**config.mk**
```make
export PLATFORM = sky130hd
export DESIGN_NAME = strc_top
export DESIGN_NICKNAME = d
export VERILOG_FILES = /design/src/strc_sync.v /design/src/strc_top.v
export VERILOG_INCLUDE_DIRS = /design/src /design/src/src
export SDC_FILE = /design/constraint.sdc
export NUM_CORES = 1
export LEC_CHECK = 0
export BUFFER_PORTS_ARGS = -buffer_cell sky130_fd_sc_hd__buf_2
export CELL_PAD_IN_SITES_DETAIL_PLACEMENT = 0
export CELL_PAD_IN_SITES_GLOBAL_PLACEMENT = 1
export CORE_UTILIZATION = 45
export DETAILED_ROUTE_END_ITERATION = 10
export GPL_TIMING_DRIVEN = 1
export PLACE_DENSITY_LB_ADDON = 0.15
export SKIP_CTS_REPAIR_TIMING = 1
export SLEW_MARGIN = 40
export SYNTH_ARGS = -nofsm -noshare
export SYNTH_HDL_FRONTEND = slang
export SYNTH_SLANG_ARGS = --single-unit
```
**constraint.sdc**
```tcl
create_clock -name aclk -period 4.85 [get_ports aclk]
set_input_delay 0.7275 -clock aclk [delete_from_list [all_inputs] [get_ports aclk]]
set_output_delay 0.7275 -clock aclk [all_outputs]
set_load 0.01 [all_outputs]
```
**src/strc_map.vh**
```
`ifndef STRC_MAP_VH
`define STRC_MAP_VH
// How it works
// [RULE1] Cursor-key inputs stay off until enabled
// [RULE2] Keys reach program only on status display
// [RULE3] Program load or erase clears cursor enable
// [RULE4] Menu shows the option it changes to
// [RULE5] Settings locked while password protection active
// [RULE6] Power-up enters stored mode, default Run
// [RULE7] Displayless variant always starts in Run
// [RULE8] Run at power-up needs a valid program
// [RULE9] Startup mode survives erase and transfers
// [RULE10] Retention covers the whole fixed set
// [RULE11] Displayless with card erases retained values
// [RULE12] Retained data saved at every power-down
// [RULE13] Retention setting changes only in Stop
// [RULE14] Retention off: clear on stop, power-down
// [RULE15] Retention on: values kept across both
// [RULE16] Program transfer zeroes retained values
// [RULE17] Retention on-to-off clears retained values
// [RULE18] Program erase command clears retained values
// [RULE19] Transfer, disable, erase clearing only in Stop
// [RULE20] Retention setting travels with the program
// [RULE21] Upload leaves actual values unchanged
// [RULE22] Settings read before first program cycle

// Register byte offsets
`define STRC_SETTINGS   8'h00
`define STRC_MENU       8'h04
`define STRC_CMD        8'h08
`define STRC_STATUS     8'h0C
`define STRC_VIEW       8'h10
`define STRC_NVCNT      8'h14
`define STRC_VAL0       8'h20
`define STRC_VAL1       8'h24
`define STRC_VAL2       8'h28
// Settings and menu fields
`define STRC_F_CURSOR   0
`define STRC_F_START    1
`define STRC_F_RET      2
// Command fields
`define STRC_C_RUN      0
`define STRC_C_STOP     1
`define STRC_C_LOAD     2
`define STRC_C_ERASE    3
`define STRC_C_UPLOAD   4
`define STRC_C_HASPROG  8
`define STRC_C_LOADRET  9
// Reset values
`define STRC_RST_CURSOR 1'b0
`define STRC_RST_START  1'b1
`define STRC_RST_RET    1'b0
// Retained set and endurance
`define STRC_NVAL       3
`define STRC_VALW       16
`define STRC_ENDURANCE  17'h186A0
// Operating states
`define STRC_S_OFF      2'h0
`define STRC_S_LOAD     2'h1
`define STRC_S_STOP     2'h2
`define STRC_S_RUN      2'h3
// Bus responses
`define STRC_OKAY       2'h0
`define STRC_SLVERR     2'h2
`endif

```
**src/strc_sync.v**
```verilog
// Three-stage pin synchroniser; a change counts once stages two and three
// agree, so a single-cycle glitch through stage two is filtered out.
module strc_sync #(
    parameter W = 7
) (
    // Clock and reset
    input  wire         aclk,
    input  wire         aresetn,
    // Pins and synchronised levels
    input  wire [W-1:0] pin_in,
    output wire [W-1:0] lvl_out
);
    reg [W-1:0] s1_q;
    reg [W-1:0] s2_q;
    reg [W-1:0] s3_q;
    reg [W-1:0] lvl_q;

    // Shift chain, all bits at once
    always @(posedge aclk) begin
        if (!aresetn) begin
            s1_q <= {W{1'b0}};
            s2_q <= {W{1'b0}};
            s3_q <= {W{1'b0}};
        end else begin
            s1_q <= pin_in;
            s2_q <= s1_q;
            s3_q <= s2_q;
        end
    end

    // Per-bit agreement filter
    genvar g;
    generate
        for (g = 0; g < W; g = g + 1) begin : g_bit
            always @(posedge aclk) begin
                if (!aresetn) begin
                    lvl_q[g] <= 1'b0;
                end else if (s2_q[g] == s3_q[g]) begin
                    lvl_q[g] <= s3_q[g];
                end
            end
        end
    endgenerate

    assign lvl_out = lvl_q;
endmodule

```
**src/strc_top.v**
```verilog
`include "strc_map.vh"

// Startup, cursor-key and retention control with an AXI4-Lite slave.
module strc_top #(
    parameter NO_DISPLAY = 1'b0
) (
    // Clock and reset
    input  wire        aclk,
    input  wire        aresetn,
    // AXI4-Lite write address
    input  wire [7:0]  s_axi_awaddr,
    input  wire        s_axi_awvalid,
    output reg         s_axi_awready,
    // AXI4-Lite write data
    input  wire [31:0] s_axi_wdata,
    input  wire [3:0]  s_axi_wstrb,
    input  wire        s_axi_wvalid,
    output reg         s_axi_wready,
    // AXI4-Lite write response
    output reg  [1:0]  s_axi_bresp,
    output reg         s_axi_bvalid,
    input  wire        s_axi_bready,
    // AXI4-Lite read address
    input  wire [7:0]  s_axi_araddr,
    input  wire        s_axi_arvalid,
    output reg         s_axi_arready,
    // AXI4-Lite read data
    output reg  [31:0] s_axi_rdata,
    output reg  [1:0]  s_axi_rresp,
    output reg         s_axi_rvalid,
    input  wire        s_axi_rready,
    // Device pins
    input  wire        power_good,
    input  wire        card_fitted,
    input  wire        pw_locked,
    input  wire [3:0]  cursor_keys,
    // Program side
    output reg         run_mode,
    output reg  [3:0]  prog_keys
);
    localparam NV = `STRC_NVAL;
    localparam VW = `STRC_VALW;

    // Synchronised pins
    wire [6:0] pins_s;
    wire       pg_s     = pins_s[0];
    wire       card_s   = pins_s[1];
    wire       locked_s = pins_s[2];
    wire [3:0] keys_s   = pins_s[6:3];

    strc_sync #(
        .W       (7)
    ) u_sync (
        .aclk    (aclk),
        .aresetn (aresetn),
        .pin_in  ({cursor_keys, pw_locked, card_fitted, power_good}),
        .lvl_out (pins_s)
    );

    // Word index decode, shared by both channels; bit 4 flags a hit
    function [4:0] strc_dec;
        input [7:0] a;
        begin
            case (a)
                `STRC_SETTINGS: strc_dec = 5'h10;
                `STRC_MENU:     strc_dec = 5'h11;
                `STRC_CMD:      strc_dec = 5'h12;
                `STRC_STATUS:   strc_dec = 5'h13;
                `STRC_VIEW:     strc_dec = 5'h14;
                `STRC_NVCNT:    strc_dec = 5'h15;
                `STRC_VAL0:     strc_dec = 5'h18;
                `STRC_VAL1:     strc_dec = 5'h19;
                `STRC_VAL2:     strc_dec = 5'h1A;
                default:        strc_dec = 5'h00;
            endcase
        end
    endfunction

    // Control and retained state
    reg [1:0]    state_q;
    reg          cursor_q;
    reg          start_run_q;
    reg          ret_q;
    reg          prog_valid_q;
    reg          view_q;
    reg          upload_ret_q;
    reg          refused_q;
    reg          pg_prev_q;
    reg [16:0]   nvcnt_q;
    reg [VW-1:0] act_q [0:NV-1];
    reg [VW-1:0] nv_q  [0:NV-1];

    // Write channel holding registers
    reg [7:0]  awaddr_q;
    reg        aw_have_q;
    reg [31:0] wdata_q;
    reg [3:0]  wstrb_q;
    reg        w_have_q;

    wire       wr_fire = aw_have_q & w_have_q & ~s_axi_bvalid;
    wire [4:0] wdec    = strc_dec(awaddr_q);
    wire       wr_ok   = wdec[4] & (wdec[3:0] != 4'h1)
                         & (wdec[3:0] != 4'h3) & (wdec[3:0] != 4'h5);
    wire       wr_go   = wr_fire & wr_ok & wstrb_q[0];
    wire       stopped = (state_q == `STRC_S_STOP);
    wire       pg_fall = pg_prev_q & ~pg_s;
    wire       pg_rise = ~pg_prev_q & pg_s;

    // Commands and settings writes
    wire [31:0] wd      = wdata_q;
    wire        is_set  = wr_go & (wdec[3:0] == 4'h0);
    wire        is_cmd  = wr_go & (wdec[3:0] == 4'h2);
    wire        c_run   = is_cmd & wd[`STRC_C_RUN];
    wire        c_stop  = is_cmd & wd[`STRC_C_STOP];
    wire        c_load  = is_cmd & wd[`STRC_C_LOAD];
    wire        c_erase = is_cmd & wd[`STRC_C_ERASE];
    wire        c_upl   = is_cmd & wd[`STRC_C_UPLOAD];
    wire        set_ok  = is_set & ~locked_s; // RULE5
    wire        ret_chg = set_ok & stopped
                          & (wd[`STRC_F_RET] != ret_q); // RULE13
    wire        ret_off = ret_chg & ret_q; // RULE17
    wire        xfer_ok = stopped & ~pg_fall; // RULE19
    wire        ld_ok   = c_load & xfer_ok;
    wire        er_ok   = c_erase & xfer_ok;
    wire        clr_cmd = ld_ok | er_ok | ret_off; // RULE16 RULE18

    // Index of a value register write, valid only in Run
    wire        val_wr  = wr_go & (wdec[3] == 1'b1)
                          & (state_q == `STRC_S_RUN);
    wire [1:0]  val_ix  = wdec[1:0];

    // Write address and data capture, in either order
    always @(posedge aclk) begin
        if (!aresetn) begin
            aw_have_q     <= 1'b0;
            w_have_q      <= 1'b0;
            awaddr_q      <= 8'h00;
            wdata_q       <= 32'h00000000;
            wstrb_q       <= 4'h0;
            s_axi_awready <= 1'b0;
            s_axi_wready  <= 1'b0;
            s_axi_bvalid  <= 1'b0;
            s_axi_bresp   <= `STRC_OKAY;
        end else begin
            s_axi_awready <= ~aw_have_q & ~(s_axi_awvalid & s_axi_awready);
            s_axi_wready  <= ~w_have_q & ~(s_axi_wvalid & s_axi_wready);
            if (s_axi_awvalid & s_axi_awready) begin
                aw_have_q <= 1'b1;
                awaddr_q  <= s_axi_awaddr;
            end
            if (s_axi_wvalid & s_axi_wready) begin
                w_have_q <= 1'b1;
                wdata_q  <= s_axi_wdata;
                wstrb_q  <= s_axi_wstrb;
            end
            if (wr_fire) begin
                s_axi_bvalid <= 1'b1;
                s_axi_bresp  <= wr_ok ? `STRC_OKAY : `STRC_SLVERR;
            end else if (s_axi_bvalid & s_axi_bready) begin
                s_axi_bvalid  <= 1'b0;
                aw_have_q     <= 1'b0;
                w_have_q      <= 1'b0;
                s_axi_awready <= 1'b1;
                s_axi_wready  <= 1'b1;
            end
        end
    end

    // Read data multiplexer
    wire [4:0]  rdec = strc_dec(s_axi_araddr);
    reg  [31:0] rd_d;
    always @* begin
        rd_d = 32'h00000000;
        case (rdec[3:0])
            4'h0: rd_d = {29'h0, ret_q, start_run_q, cursor_q};
            4'h1: rd_d = {29'h0, ~ret_q, ~start_run_q, ~cursor_q}; // RULE4
            4'h3: rd_d = {23'h0, view_q, refused_q, upload_ret_q,
                          nvcnt_q >= `STRC_ENDURANCE, locked_s,
                          prog_valid_q, 1'b0, state_q};
            4'h4: rd_d = {31'h0, view_q};
            4'h5: rd_d = {15'h0, nvcnt_q};
            4'h8: rd_d = {16'h0, act_q[0]};
            4'h9: rd_d = {16'h0, act_q[1]};
            4'hA: rd_d = {16'h0, act_q[2]};
            default: rd_d = 32'h00000000;
        endcase
    end

    // Read channel, one outstanding read
    always @(posedge aclk) begin
        if (!aresetn) begin
            s_axi_arready <= 1'b0;
            s_axi_rvalid  <= 1'b0;
            s_axi_rdata   <= 32'h00000000;
            s_axi_rresp   <= `STRC_OKAY;
        end else if (s_axi_arvalid & s_axi_arready) begin
            s_axi_arready <= 1'b0;
            s_axi_rvalid  <= 1'b1;
            s_axi_rdata   <= rdec[4] ? rd_d : 32'h00000000;
            s_axi_rresp   <= rdec[4] ? `STRC_OKAY : `STRC_SLVERR;
        end else if (s_axi_rvalid & s_axi_rready) begin
            s_axi_rvalid  <= 1'b0;
            s_axi_arready <= 1'b1;
        end else if (!s_axi_rvalid) begin
            s_axi_arready <= 1'b1;
        end
    end

    // Settings, program presence and bookkeeping flags
    always @(posedge aclk) begin
        if (!aresetn) begin
            cursor_q     <= `STRC_RST_CURSOR; // RULE1
            start_run_q  <= `STRC_RST_START;
            ret_q        <= `STRC_RST_RET;
            prog_valid_q <= 1'b0;
            view_q       <= 1'b0;
            upload_ret_q <= 1'b0;
            refused_q    <= 1'b0;
        end else begin
            if (set_ok) begin
                cursor_q    <= wd[`STRC_F_CURSOR];
                start_run_q <= wd[`STRC_F_START];
            end
            if (ret_chg) begin
                ret_q <= wd[`STRC_F_RET];
            end
            if (wr_go & (wdec[3:0] == 4'h4)) begin
                view_q <= wd[0];
            end
            if (ld_ok) begin
                cursor_q <= 1'b0; // RULE3
                ret_q    <= wd[`STRC_C_LOADRET]; // RULE20
                if (wd[`STRC_C_HASPROG]) begin
                    prog_valid_q <= 1'b1;
                end
            end
            if (er_ok) begin
                cursor_q     <= 1'b0; // RULE3
                prog_valid_q <= 1'b0;
            end
            // Startup mode untouched by load and erase RULE9
            if (c_upl) begin
                upload_ret_q <= ret_q; // RULE20
            end
            if (is_set | is_cmd) begin
                refused_q <= (is_set & locked_s)
                             | ((c_load | c_erase) & ~xfer_ok)
                             | (is_set & ~stopped
                                & (wd[`STRC_F_RET] != ret_q));
            end
        end
    end

    // Operating state and power sequence
    always @(posedge aclk) begin
        if (!aresetn) begin
            state_q   <= `STRC_S_OFF;
            pg_prev_q <= 1'b0;
            run_mode  <= 1'b0;
        end else begin
            pg_prev_q <= pg_s;
            case (state_q)
                `STRC_S_OFF: begin
                    if (pg_rise) begin
                        state_q <= `STRC_S_LOAD; // RULE22
                    end
                end
                `STRC_S_LOAD: begin
                    if (prog_valid_q
                        & (start_run_q | NO_DISPLAY)) begin // RULE6 RULE7
                        state_q  <= `STRC_S_RUN;
                        run_mode <= 1'b1;
                    end else begin
                        state_q <= `STRC_S_STOP; // RULE8
                    end
                end
                `STRC_S_STOP: begin
                    if (c_run & prog_valid_q & ~pg_fall) begin
                        state_q  <= `STRC_S_RUN;
                        run_mode <= 1'b1;
                    end
                end
                `STRC_S_RUN: begin
                    if (c_stop | (er_ok)) begin
                        state_q  <= `STRC_S_STOP;
                        run_mode <= 1'b0;
                    end
                end
                default: state_q <= `STRC_S_OFF;
            endcase
            if (pg_fall & (state_q != `STRC_S_OFF)) begin
                state_q  <= `STRC_S_OFF;
                run_mode <= 1'b0;
            end
        end
    end

    // Actual values and their non-volatile copy, whole set at once RULE10
    integer i;
    always @(posedge aclk) begin
        if (!aresetn) begin
            nvcnt_q <= 17'h00000;
            for (i = 0; i < NV; i = i + 1) begin
                act_q[i] <= {VW{1'b0}};
                nv_q[i]  <= {VW{1'b0}};
            end
        end else if (pg_fall & (state_q != `STRC_S_OFF)) begin
            // Power-down save, kept or zeroed by the setting
            if (nvcnt_q != 17'h1FFFF) begin
                nvcnt_q <= nvcnt_q + 17'h00001; // RULE12
            end
            for (i = 0; i < NV; i = i + 1) begin
                nv_q[i]  <= ret_q ? act_q[i] : {VW{1'b0}}; // RULE15 RULE14
                act_q[i] <= {VW{1'b0}};
            end
        end else if (state_q == `STRC_S_LOAD) begin
            for (i = 0; i < NV; i = i + 1) begin
                if (ret_q & ~(NO_DISPLAY & card_s)) begin
                    act_q[i] <= nv_q[i]; // RULE15
                end else begin
                    act_q[i] <= {VW{1'b0}}; // RULE11
                    nv_q[i]  <= {VW{1'b0}};
                end
            end
        end else if (clr_cmd) begin
            for (i = 0; i < NV; i = i + 1) begin
                act_q[i] <= {VW{1'b0}}; // RULE16 RULE17 RULE18
                nv_q[i]  <= {VW{1'b0}};
            end
        end else if ((state_q == `STRC_S_RUN) & c_stop & ~ret_q) begin
            for (i = 0; i < NV; i = i + 1) begin
                act_q[i] <= {VW{1'b0}}; // RULE14
            end
        end else if (val_wr) begin
            act_q[val_ix] <= wd[VW-1:0];
        end
        // Upload touches no actual value RULE21
    end

    // Cursor keys gated to program inputs
    always @(posedge aclk) begin
        if (!aresetn) begin
            prog_keys <= 4'h0;
        end else begin
            prog_keys <= keys_s & {4{cursor_q & view_q
                         & (state_q == `STRC_S_RUN)}}; // RULE1 RULE2
        end
    end
endmodule

```
**Word level (Yosys, flattened, before mapping)**

Memories as Yosys holds them, arrays and structs flattened.
Cells that the tools add are included.
W data, S select, Z words.

- $add $sub $neg: 1
- Multipliers: 0
- Div/mod/pow operators: 0
- Magnitude comparators: 1
- Equal/unequal tests: 44
- Shifts and indexed selects: 0
- Muxes and demuxes: 95
- Bitwise logic cells: 92
- Reduce and logical (&&, ||, !) cells: 19

Operators by type and width:

| operator | count |
|---|---|
| $mux W16 | 28 |
| $pmux W17 S8 | 1 |
| $pmux W5 S9 | 2 |
| $mux W1 | 55 |
| $eq A8 B6 Y1 const B | 6 |
| $and A1 B1 Y1 | 45 |
| $eq A8 B4 Y1 const B | 4 |
| $eq A8 B5 Y1 const B | 4 |
| $mux W32 | 1 |
| $or A1 B1 Y1 | 31 |
| $add A17 B1 Y17 const B | 1 |
| $ge A17 B17 Y1 const B | 1 |
| $ne A17 B17 Y1 const B | 1 |
| $eq A8 B3 Y1 const B | 2 |
| $logic_not A8 Y1 | 2 |
| $reduce_or A16 Y1 | 1 |
| $not A1 Y1 | 15 |
| $eq A4 B3 Y1 const B | 3 |
| $eq A4 B4 Y1 const B | 3 |
| $mux W2 | 6 |
| $eq A4 B2 Y1 const B | 2 |
| $logic_not A4 Y1 | 2 |
| $pmux W2 S4 | 1 |
| $reduce_bool A2 Y1 | 4 |
| 19 further kinds | 31 |

- Register bits: 127
- Latch bits: 0
- RAM bits: 96
- ROM bits: 0
- Bits of input ports: 66
- Logic and storage cells: 288
- Memories kept: 2

Memory list:

| name | words | bits a word | read ports | clocked after Yosys merged registers in | wr ports | line | RTL |
|---|---|---|---|---|---|---|---|
| act_q | 3 | 16 | 3 | 0 | 3 | strc_top.v:90 | `reg [VW-1:0] act_q [0:NV-1];` |
| nv_q | 3 | 16 | 3 | 0 | 3 | strc_top.v:91 | `reg [VW-1:0] nv_q [0:NV-1];` |

**Longest topological paths before layout**

Gate-level depths: netlist of the first run.

- Depth after elaboration: 22
- Mapped depth: 10

**Modules after synthesis**

Synthesis of the first run repeated with hierarchy kept, for this count alone.

- Cells, all modules: 819
- Area, all modules: 8918.6 µm²

By module, submodules not included:

| module | instances | cells an instance | area an instance (µm²) | seq. area each (µm²) |
|---|---|---|---|---|
| strc_top | 1 | 747 | 8090.3 | 4544.4 |
| strc_sync | 1 | 72 | 828.3 | 560.5 |

**Least setup slack after synthesis of the first run**

No wires, ideal clock.

- Path kind: flip-flop to flip-flop
- From: register awaddr_q[0]
- To: memory nv_q[0][0] (netlist name), enable pin
- Arrival: 3.690 ns
- Setup slack: 0.690 ns
- Cell stages (with the launch flop): 6
- Buffers on the path: 0
- Period minus slack after synthesis: 4.160 ns
- Path through: dfxtp_1 > nor4_1 > nand4b_1 > o31ai_1 > nor2_1 > a21oi_1

RTL lines:

| what | line | RTL |
|---|---|---|
| from (decl) | strc_top.v:94 | `reg [7:0] awaddr_q;` |
| from (signal assigned) | strc_top.v:149 | `awaddr_q <= s_axi_awaddr;` |
| to (decl) | strc_top.v:91 |  |

==> results_dict.tcl, run 1 <==
set metrics [dict create \
    status "finished, final reports clean" \
    crit_arrival_ns 3.20 \
    chipHeight_microns 141 \
    hpwlAfterDp_microns 14100 \
    portBuffers 74 \
    min_from "power_good" \
    fin_crit_ns 2.99 \
    route.detailed.drc 0 \
    r2r_end "act_q[1][2]$_DFFE_PP_" \
    hold_class "input pin to flip-flop" \
    hold_viol 0 \
    first_iter_violations 466 \
    tritoncts "built" \
    syn_area_sq_um 8700 \
    end_kind "flip-flop" \
    met1_usage_pct 31.0 \
    io_pins 112 \
    switching_share_pct 21.6 \
    nets 942 \
    gr-usage-all-layers_pct 22.0 \
    period_share_pct 61.6 \
    clk_latency_ns 0.51 \
    h-tree-depth 1 \
    yosys.cell_types.count 59 \
    rows 50 \
    async_reset_ff_share_pct 0 \
    power_frac_clock_pct 47.4 \
    yosys.area.top_type "edfxtp_1" \
    r2r_slack_ns 1.86 \
    r2r-start "state_q[1]$_SDFFE_PP0P_" \
    setup_violations 0 \
    post_synth_main_area_contributors "edfxtp_1 (33%), dfxtp_1 (25%), a22o_1 (5.5%)" \
    syn_avg_cell_area_sq_um 10.7 \
    via_per_inst 5.53 \
    ys_ff_latch 203 \
    switchingPower_mw 0.844 \
    area_delta_synth_final_pct 15.6 \
    worst-setup-path-type "flip-flop to flip-flop" \
    busiest_layer "met2" \
    yosys.area.top_type_share_pct 33.1 \
    slew_viol_final 0 \
    p_leak_nw 3.74 \
    maxCapViolCount 0 \
    relSlewSlack_pct 46.3 \
    dr_total_vias 6361 \
    die_x_microns 141 \
    required_ns 5.06 \
    stdcell_count 1150 \
    firstDrtPassIters 4 \
    die_area_sq_um 19900 \
    antenna_cells 0 \
    ff2ff_path_depth 6 \
    synth_cells 815 \
    fin_ws_ns 1.86 \
    antenna_found_initial 0 \
    place_ws_ns 1.58 \
    cts_sinks 203 \
    synth.most_common_cell "dfxtp_1" \
    ys_seq_area_share_pct 57.7 \
    fmax_mhz 335 \
    placed_cells 1108 \
    cts_buffer_depth 3 \
    synthFlopType "dfxtp_1" \
    grt_overflow 0 \
    grt_setup_unrepaired "false" \
    nFillCells 1658 \
    grtUsageMet3_pct 3.60 \
    initial_core_util_pct 46.2 \
    startpoint_type "flip-flop" \
    drive_gt1_share_pct 15.3 \
    synth.top_cells.by_count "dfxtp_1 (107), edfxtp_1 (96), nand2_1 (90)" \
    cts_made_buffers 23 \
    grt_pass1_vias 6234 \
    combPwrFrac_pct 4.3 \
    clock_skew_ns 0.0152 \
    grt_start_max_net_pins 59 \
    seqPwrFrac_pct 48.4 \
    grt_pass1_wl_microns 34100 \
    drtAntennaViolNets 0 \
    wire_per_inst_microns 18.5 \
    setup_tns_ns 0 \
    timing.hold.worst_path_depth 2 \
    yosysWarnings 0 \
    crit_fanout 12 \
    worst_pin_slew_ns 0.799 \
    clk_pin_slew_ns 0.06 \
    hold_end "u_sync.s1_q[0]$_SDFF_PN0_" \
    ir_drop_uv 306 \
    power.density_nw_per_um2 388 \
    synth-edff-count 96 \
    cts_root_buf "clkbuf_16" \
    routed_wl_microns 21300 \
    internal_power_mw 3.06 \
    globalplace.congestion 0.828 \
    use_met2_pct 35.0 \
    core_area_sq_um 18800 \
]
## worst max-delay path, stage by stage, from the launching register on
cell      delay, ns
dfxtp_1        0.59
nor2b_1        0.45
nand3_1        0.19
o31ai_1        0.48
a211oi_1       0.18
nand2b_1       0.49
buf_4          0.30
## final cells by class
type                       instances  area [sq um]  area share, %
inverter                           7          26.3          0.261
timing repair buffer              84           445           4.43
multi-input combinational        554          3420           34.0
clock inverter                     8           120           1.19
sequential                       203          5020           49.9
clock buffer                      34           699           6.95
tap                              260           325           3.23
## layout by cell type, fill, tap and decap left out, types with 10 or more instances in the layout
cell         n
a22oi_1     13
a22o_1      55
nor2_1      48
o21ai_0     20
nand3_1     22
buf_4       10
edfxtp_1    96
mux2i_1     20
xnor2_1     11
clkbuf_16   25
buf_2       74
nand2b_1    10
and2_1      76
nor3_1      12
nand2_1     90
dfxtp_1    107
conb_1      17
nand4_1     10
a21oi_1     50
## per-stage QoR
step / area [sq um] / utilization [%] / power, mW / hold WS, ns
global route: 10100 / 53.4 / 4.04 / 0.413
global placement: 9220 / 49.0 / 2.08 / 0.413
floorplan: 8760 / - / 2.02 / 0.412
detailed placement: 9240 / 49.1 / 2.09 / 0.418
finish: 10100 / 53.4 / 3.90 / 0.430
CTS: 10100 / 53.4 / 3.94 / 0.409
## cells by family after synthesis
logic type	count (synthesis)	share of synthesized area [%]
AO/OA/AOI/OAI	188	15.1
XOR/XNOR	16	1.61
adder cells (fa/ha/maj)	3	0.431
buffers and inverters	74	4.20
flip-flops	203	57.7
multiplexers	20	2.30
other	1	0.0431
AND/OR/NAND/NOR	310	18.6
## worst max path at each step
stage          cells after the start  slack, ns                startpoint                        to
6_report                           6       1.86   state_q[1]$_SDFFE_PP0P_     act_q[1][2]$_DFFE_PP_
5_1_grt                            6       1.68   state_q[1]$_SDFFE_PP0P_     act_q[1][2]$_DFFE_PP_
4_1_cts                            6       1.89  awaddr_q[0]$_SDFFE_PN0P_     act_q[1][2]$_DFFE_PP_
3_5_place_dp                       8       1.58                   aresetn     act_q[1][2]$_DFFE_PP_
3_3_place_gp                       7       1.61                   aresetn    act_q[2][10]$_DFFE_PP_
2_1_floorplan                      5       0.69  awaddr_q[0]$_SDFFE_PN0P_  nv_q[0][0]$_SDFFCE_PP0P_
## per-layer routing
metal / vias to the layer above / wire, microns
met1: 3087 / 9700
met3: 28 / 1380
li1: 3036 / -
met4: 0 / 355
met2: 210 / 9880
met5: - / 0
## power by group through the flow
stage	sequential (mW)	combinational [mW]	clock, mW
4_1_cts	1.89	0.169	1.88
2_1_floorplan	1.91	0.117	0
6_report	1.89	0.167	1.85
3_5_place_dp	1.92	0.169	0
5_1_grt	1.89	0.185	1.96
3_3_place_gp	1.92	0.164	0
## flip-flops by register name (all words and copies together) (netlist names), 8 cells and up
register / count
awaddr_q: 8
act_q: 48
s_axi_rdata: 17
wd: 16
nv_q: 48
nvcnt_q: 17
Power figures use the tool's default switching activity.
==> inputs of run 2 (changes only) <==
- clock period: 4.85 -> 2.9 ns (I/O delays scaled with it)
==> run 2 against run 1 <==
Net effect: clock power is 46% higher; cell area is 0.15% lower; critical path depth stayed put; die area stayed put; clock skew is 0.0038 ns higher; routed wire length is 1.3% higher; sequential share of layout area is 0.075 points higher; non-clock buffer count is 14 higher; fmax is 19% higher; sequential power is 67% higher; core utilization is 0.080 points lower; critical endpoint is now nv_q[0][11]$_SDFFCE_PP0P_; largest power group unchanged; highest routed layer unchanged.
==> results_dict.tcl, run 2 (synthesis gave the netlist of run 1 again) <==
set metrics [dict create \
    ir_drop_uv 394 \
    min_from "cursor_keys[0]" \
    switchingPower_mw 1.41 \
    wl_met1_microns 9980 \
    worst_pin_slew_ns 0.667 \
    via_per_inst 5.48 \
    status "finished, final reports clean" \
    cp_num_buf_inv 1 \
    chipHeight_microns 141 \
    combPwrFrac_pct 4.8 \
    grt_start_max_net_pins 59 \
    cts_made_buffers 23 \
    r2r-start "state_q[0]$_SDFFE_PP0P_" \
    firstDrtPassIters 5 \
    hold_end "u_sync.s1_q[3]$_SDFF_PN0_" \
    routed.top_layer "met4" \
    p_leak_nw 3.75 \
    antenna_cells 0 \
    wire_per_inst_microns 18.5 \
    clock_skew_ns 0.0190 \
    power_frac_clock_pct 43.9 \
    gr-usage-all-layers_pct 22.1 \
    period_share_pct 86.6 \
    grt_setup_unrepaired "false" \
    maxCapViolCount 0 \
    clk_latency_ns 0.53 \
    seqPwrFrac_pct 51.3 \
    wl_met3_microns 1140 \
    power.density_nw_per_um2 612 \
    fin_hold_ws_ns 0.128 \
    first_iter_violations 412 \
    required_ns 3.10 \
    tritoncts "built" \
    rows 50 \
    startpoint_type "flip-flop" \
    cts_root_buf "clkbuf_16" \
    hold_viol 0 \
    nFillCells 1696 \
    globalplace.congestion 0.823 \
    timing.hold.worst_path_depth 2 \
    io_pins 112 \
    clk_pin_slew_ns 0.06 \
    final_util_pct 53.3 \
    final_cell_mix "dfxtp_1 (107), edfxtp_1 (96), nand2_1 (90), and2_1 (76), buf_2 (74)" \
    crit_fanout 48 \
    fin_crit_ns 2.51 \
    reg_top3 "act_q x48, nv_q x48" \
    internal_power_mw 4.74 \
    max_stage_delay_ns 0.48 \
    path_cells "nor2b_1, nand3_1, o31ai_1, nor2_1, a21oi_4, buf_12" \
    r2r_slack_ns 0.39 \
    die_x_microns 141 \
    initial_core_util_pct 46.2 \
    cts_sinks 203 \
    layout_commonest_cell "dfxtp_1" \
    cts_buffer_depth 3 \
    worst-setup-path-type "flip-flop to flip-flop" \
    grt_pass1_wl_microns 33800 \
    slowest_stage "nor2b_1" \
    hold_class "input pin to flip-flop" \
    met2_length_microns 10100 \
    end_kind "flip-flop" \
    routed_wl_microns 21600 \
    placed_area_sq_um 9340 \
    dr_total_vias 6373 \
    setup_tns_ns 0 \
    grt_overflow 0 \
    route.detailed.drc 0 \
    antenna_found_initial 0 \
    portBuffers 74 \
    die_area_sq_um 19900 \
    ff2ff_path_depth 6 \
    crit_arrival_ns 2.71 \
    drtAntennaViolNets 0 \
    nets 956 \
    core_area_sq_um 18800 \
    area_delta_synth_final_pct 15.4 \
    setup_violations 0 \
    h-tree-depth 1 \
    final_area_sq_um 10000 \
    drive_gt1_share_pct 15.7 \
    multiInputGateArea_sq_um 3400 \
    crit_family "simple AND/OR/NAND/NOR gates" \
    grt_pass1_vias 6093 \
    hpwlAfterDp_microns 14300 \
    relSlewSlack_pct 55.1 \
    switching_share_pct 23.0 \
    r2r_end "nv_q[0][11]$_SDFFCE_PP0P_" \
    fmax_mhz 398 \
    layout.area.seq_sq_um 5020 \
    slew_viol_final 0 \
]
-- run 2: how the worst max path moves through the flow --
stage / startpoint / endpoint / cells past startpoint / slack, ns
global placement: state_q[0]$_SDFFE_PP0P_ / nv_q[0][26]$_SDFFCE_PP0P_ / 6 / 0.50
finish: state_q[0]$_SDFFE_PP0P_ / nv_q[0][11]$_SDFFCE_PP0P_ / 6 / 0.39
floorplan: awaddr_q[0]$_SDFFE_PN0P_ / nv_q[0][0]$_SDFFCE_PP0P_ / 5 / 0.25
CTS: state_q[0]$_SDFFE_PP0P_ / nv_q[0][9]$_SDFFCE_PP0P_ / 6 / 0.43
global route: state_q[0]$_SDFFE_PP0P_ / nv_q[0][22]$_SDFFCE_PP0P_ / 6 / 0.28
detailed placement: state_q[0]$_SDFFE_PP0P_ / nv_q[0][43]$_SDFFCE_PP0P_ / 6 / 0.45
-- run 2: worst register-to-register path, delay by kind of cell, from the launching register on --
| kind | cells | cell delay (ns) |
|---|---|---|
| and+or+nand+nor | 3 | 0.83 |
| AOI/OAI and AO/OA | 2 | 0.62 |
| DFF | 1 | 0.43 |
| buffers and inverters | 1 | 0.29 |
-- run 2: power by group through the flow --
stage	Clock, mW	Combinational (mW)	Sequential, mW
finish	2.70	0.297	3.15
CTS	2.75	0.299	3.15
floorplan	0	0.196	3.19
detailed placement	0	0.298	3.21
global route	2.88	0.326	3.16
global placement	0	0.294	3.21
-- run 2: cell type report --
class | instances | share of cell area (%)
Clock buffer | 33 | 6.38
Clock inverter | 9 | 0.623
Inverter | 7 | 0.262
Multi-Input combinational cell | 554 | 33.9
Sequential cell | 203 | 50.0
Tap cell | 260 | 3.24
Timing Repair Buffer | 98 | 5.60
-- run 2: metrics by stage --
| stage | power (mW) | setup WS [ns] | cells |
|---|---|---|---|
| after floorplan | 3.38 | 0.254 | 831 |
| after global placement | 3.50 | 0.495 | 1122 |
| after detailed placement | 3.51 | 0.451 | 1122 |
| after CTS | 6.21 | 0.430 | 1164 |
| after global routing | 6.37 | 0.280 | 1164 |
| final | 6.15 | 0.388 | 1164 |
-- run 2: per-layer routing --
layer	up-vias	track usage [%]
met5	-	0
met1	3109	30.9
met2	180	35.8
li1	3057	-
met3	27	3.06
met4	0	6.12
==> inputs of run 3 (changes only) <==
- ABC_AREA: unset -> 1
- CORE_UTILIZATION: 45 -> 44
==> run 3 against run 2 <==
Net effect: largest cell class unchanged; sequential share of layout area down 2.6 points; fmax up 1.8%; critical endpoint is now nv_q[0][27]$_SDFFCE_PP0P_; cell area up 5.5%; worst hold slack worse by 0.028 ns; clock power up 2%; die area up 8.5%; via count up 15%.
==> results_dict.tcl, run 3 <==
set metrics [dict create \
    crit_fanout 48 \
    yosys.area.top_type "edfxtp_1" \
    hold_viol 0 \
    synthXorXnorAreaFrac_pct 0.0947 \
    first_iter_violations 558 \
    reg_top3 "act_q x48, nv_q x48" \
    async_reset_ff_share_pct 0 \
    worst-setup-path-type "flip-flop to flip-flop" \
    gr-usage-all-layers_pct 22.4 \
    routed_wl_microns 23500 \
    maxCapViolCount 0 \
    antenna_cells 0 \
    synth-edff-count 96 \
    yosys.area.top_type_share_pct 31.2 \
    grt_setup_unrepaired "false" \
    cts_root_buf "clkbuf_16" \
    nFillCells 1986 \
    fin_crit_ns 2.47 \
    combPwrFrac_pct 6.3 \
    relSlewSlack_pct 48.8 \
    post_synth_main_area_contributors "edfxtp_1 (31%), dfxtp_1 (23%), nand2_1 (7.1%)" \
    final_util_pct 51.9 \
    core_area_sq_um 20400 \
    synth.most_common_cell "nand2_1" \
    ys_seq_area_share_pct 54.3 \
    worst_pin_slew_ns 0.768 \
    ff2ff_path_depth 13 \
    required_ns 3.08 \
    clk_pin_slew_ns 0.06 \
    cts_buffer_depth 3 \
    hold_class "input pin to flip-flop" \
    firstDrtPassIters 7 \
    startpoint_type "flip-flop" \
    crit_arrival_ns 2.65 \
    die_x_microns 147 \
    fin_hold_ws_ns 0.0995 \
    syn_area_sq_um 9250 \
    h-tree-depth 1 \
    timing.hold.worst_path_depth 3 \
    synth_mux_area_share_pct 0 \
    stdcell_count 1441 \
    layout_commonest_cell "nand2_1" \
    layout.area.seq_sq_um 5020 \
    via_per_inst 5.10 \
    nets 1223 \
    area_delta_synth_final_pct 14.6 \
    route.detailed.drc 0 \
    place_ws_ns 0.448 \
    grt_start_max_net_pins 81 \
    clock_skew_ns 0.0223 \
    grt_pass1_vias 6944 \
    portBuffers 74 \
    placed_cells 1399 \
    io_pins 112 \
    dr_total_vias 7345 \
    drive_gt1_share_pct 14.9 \
    initial_core_util_pct 45.3 \
    rows 52 \
    cts_sinks 203 \
    setup_violations 0 \
    seqPwrFrac_pct 50.1 \
    synth.top_cells.by_count "nand2_1 (174), inv_1 (169), nor2_1 (113)" \
    fmax_mhz 405 \
    power_frac_clock_pct 43.6 \
    switching_share_pct 23.6 \
    status "finished, final reports clean" \
    synth_cells 1076 \
    fin_ws_ns 0.433 \
    period_share_pct 85.1 \
    power.density_nw_per_um2 599 \
    tritoncts "built" \
    yosysWarnings 0 \
    antenna_found_initial 0 \
    ir_drop_uv 320 \
    die_area_sq_um 21600 \
    cts_made_buffers 23 \
    synth-simple-area-share_pct 21.8 \
    syn_avg_cell_area_sq_um 8.59 \
    hpwlAfterDp_microns 16300 \
    switchingPower_mw 1.50 \
    slew_viol_final 0 \
    grt_pass1_wl_microns 37700 \
    chipHeight_microns 147 \
    drtAntennaViolNets 0 \
    setup_tns_ns 0 \
    synthFlopType "dfxtp_1" \
    grt_overflow 0 \
    multiInputGateArea_sq_um 3310 \
    clk_latency_ns 0.51 \
    internal_power_mw 4.85 \
    wire_per_inst_microns 16.3 \
    end_kind "flip-flop" \
    final_cell_mix "nand2_1 (174), inv_1 (169), nor2_1 (112), dfxtp_1 (107), edfxtp_1 (96)" \
    ys_ff_latch 203 \
    synth_compound_area_share_pct 12.7 \
    yosys.cell_types.count 53 \
    synthAdderAreaFrac_pct 0.406 \
    p_leak_nw 4.56 \
    synth_top_family_by_area "simple AND/OR/NAND/NOR gates" \
    globalplace.congestion 0.833 \
]
## run 3: changes by cell type in the layout (fill, tap and decap cells not counted), moves of 55 or more
cell / change
inv_1: +163
nand2_1: +84
and2_1: -76
nor2_1: +64
o21ai_0: +61
a22o_1: -55
## run 3: kinds of logic after synthesis
group,Yosys count
AND/OR/NAND/NOR,427
buffers and inverters,236
AO/OA/AOI/OAI,205
flip-flops,203
adder cells (fa/ha/maj),3
XOR/XNOR,1
other,1
## run 3: worst max-delay path: stages (launching register included)
cell	delay, ns
dfxtp_1	0.37
inv_1	0.10
nand2_4	0.12
nor2_1	0.05
nand2_1	0.09
nand2_1	0.06
nor2_1	0.08
nand2_1	0.09
nor3_1	0.29
nand4_1	0.16
nand2_1	0.09
nand2_1	0.18
nand3_2	0.15
buf_12	0.28
## run 3: cell type report
cell class                 instances  area share, %
timing repair buffer              96           5.17
clock inverter                     9          0.720
inverter                         177           6.27
clock buffer                      33           5.99
tap                              270           3.19
multi-input combinational        653           31.2
sequential                       203           47.4
## run 3: through the flow
step           power [mW]  cell area [sq um]
2_1_floorplan        3.51               9310
3_3_place_gp         3.64               9880
3_5_place_dp         3.65               9880
4_1_cts              6.42              10600
5_1_grt              6.59              10600
6_report             6.35              10600
## run 3: power groups by stage
stage          combinational, mW  sequential (mW)  clock [mW]
2_1_floorplan              0.290             3.22           0
3_3_place_gp               0.404             3.24           0
3_5_place_dp               0.407             3.24           0
4_1_cts                    0.408             3.18        2.83
5_1_grt                    0.458             3.19        2.94
6_report                   0.402             3.18        2.76
## run 3: worst paths after layout
path,startpoint,to,slack [ns]
setup reg to reg,awaddr_q[7]$_SDFFE_PN0P_,nv_q[0][27]$_SDFFCE_PP0P_,0.43
hold reg to reg,u_sync.s1_q[3]$_SDFF_PN0_,u_sync.s2_q[3]$_SDFF_PN0_,0.41
hold / removal,pw_locked,u_sync.s1_q[2]$_SDFF_PN0_,0.1
setup / recovery,awaddr_q[7]$_SDFFE_PN0P_,nv_q[0][27]$_SDFFCE_PP0P_,0.43
## run 3: per-layer routing
metal / GRT usage [%] / wire length [microns] / vias up
met5: 0 / 0 / -
met4: 7.63 / 724 / 0
met3: 3.14 / 1340 / 42
met2: 36.8 / 11000 / 225
met1: 30.4 / 10400 / 3404
li1: - / - / 3674
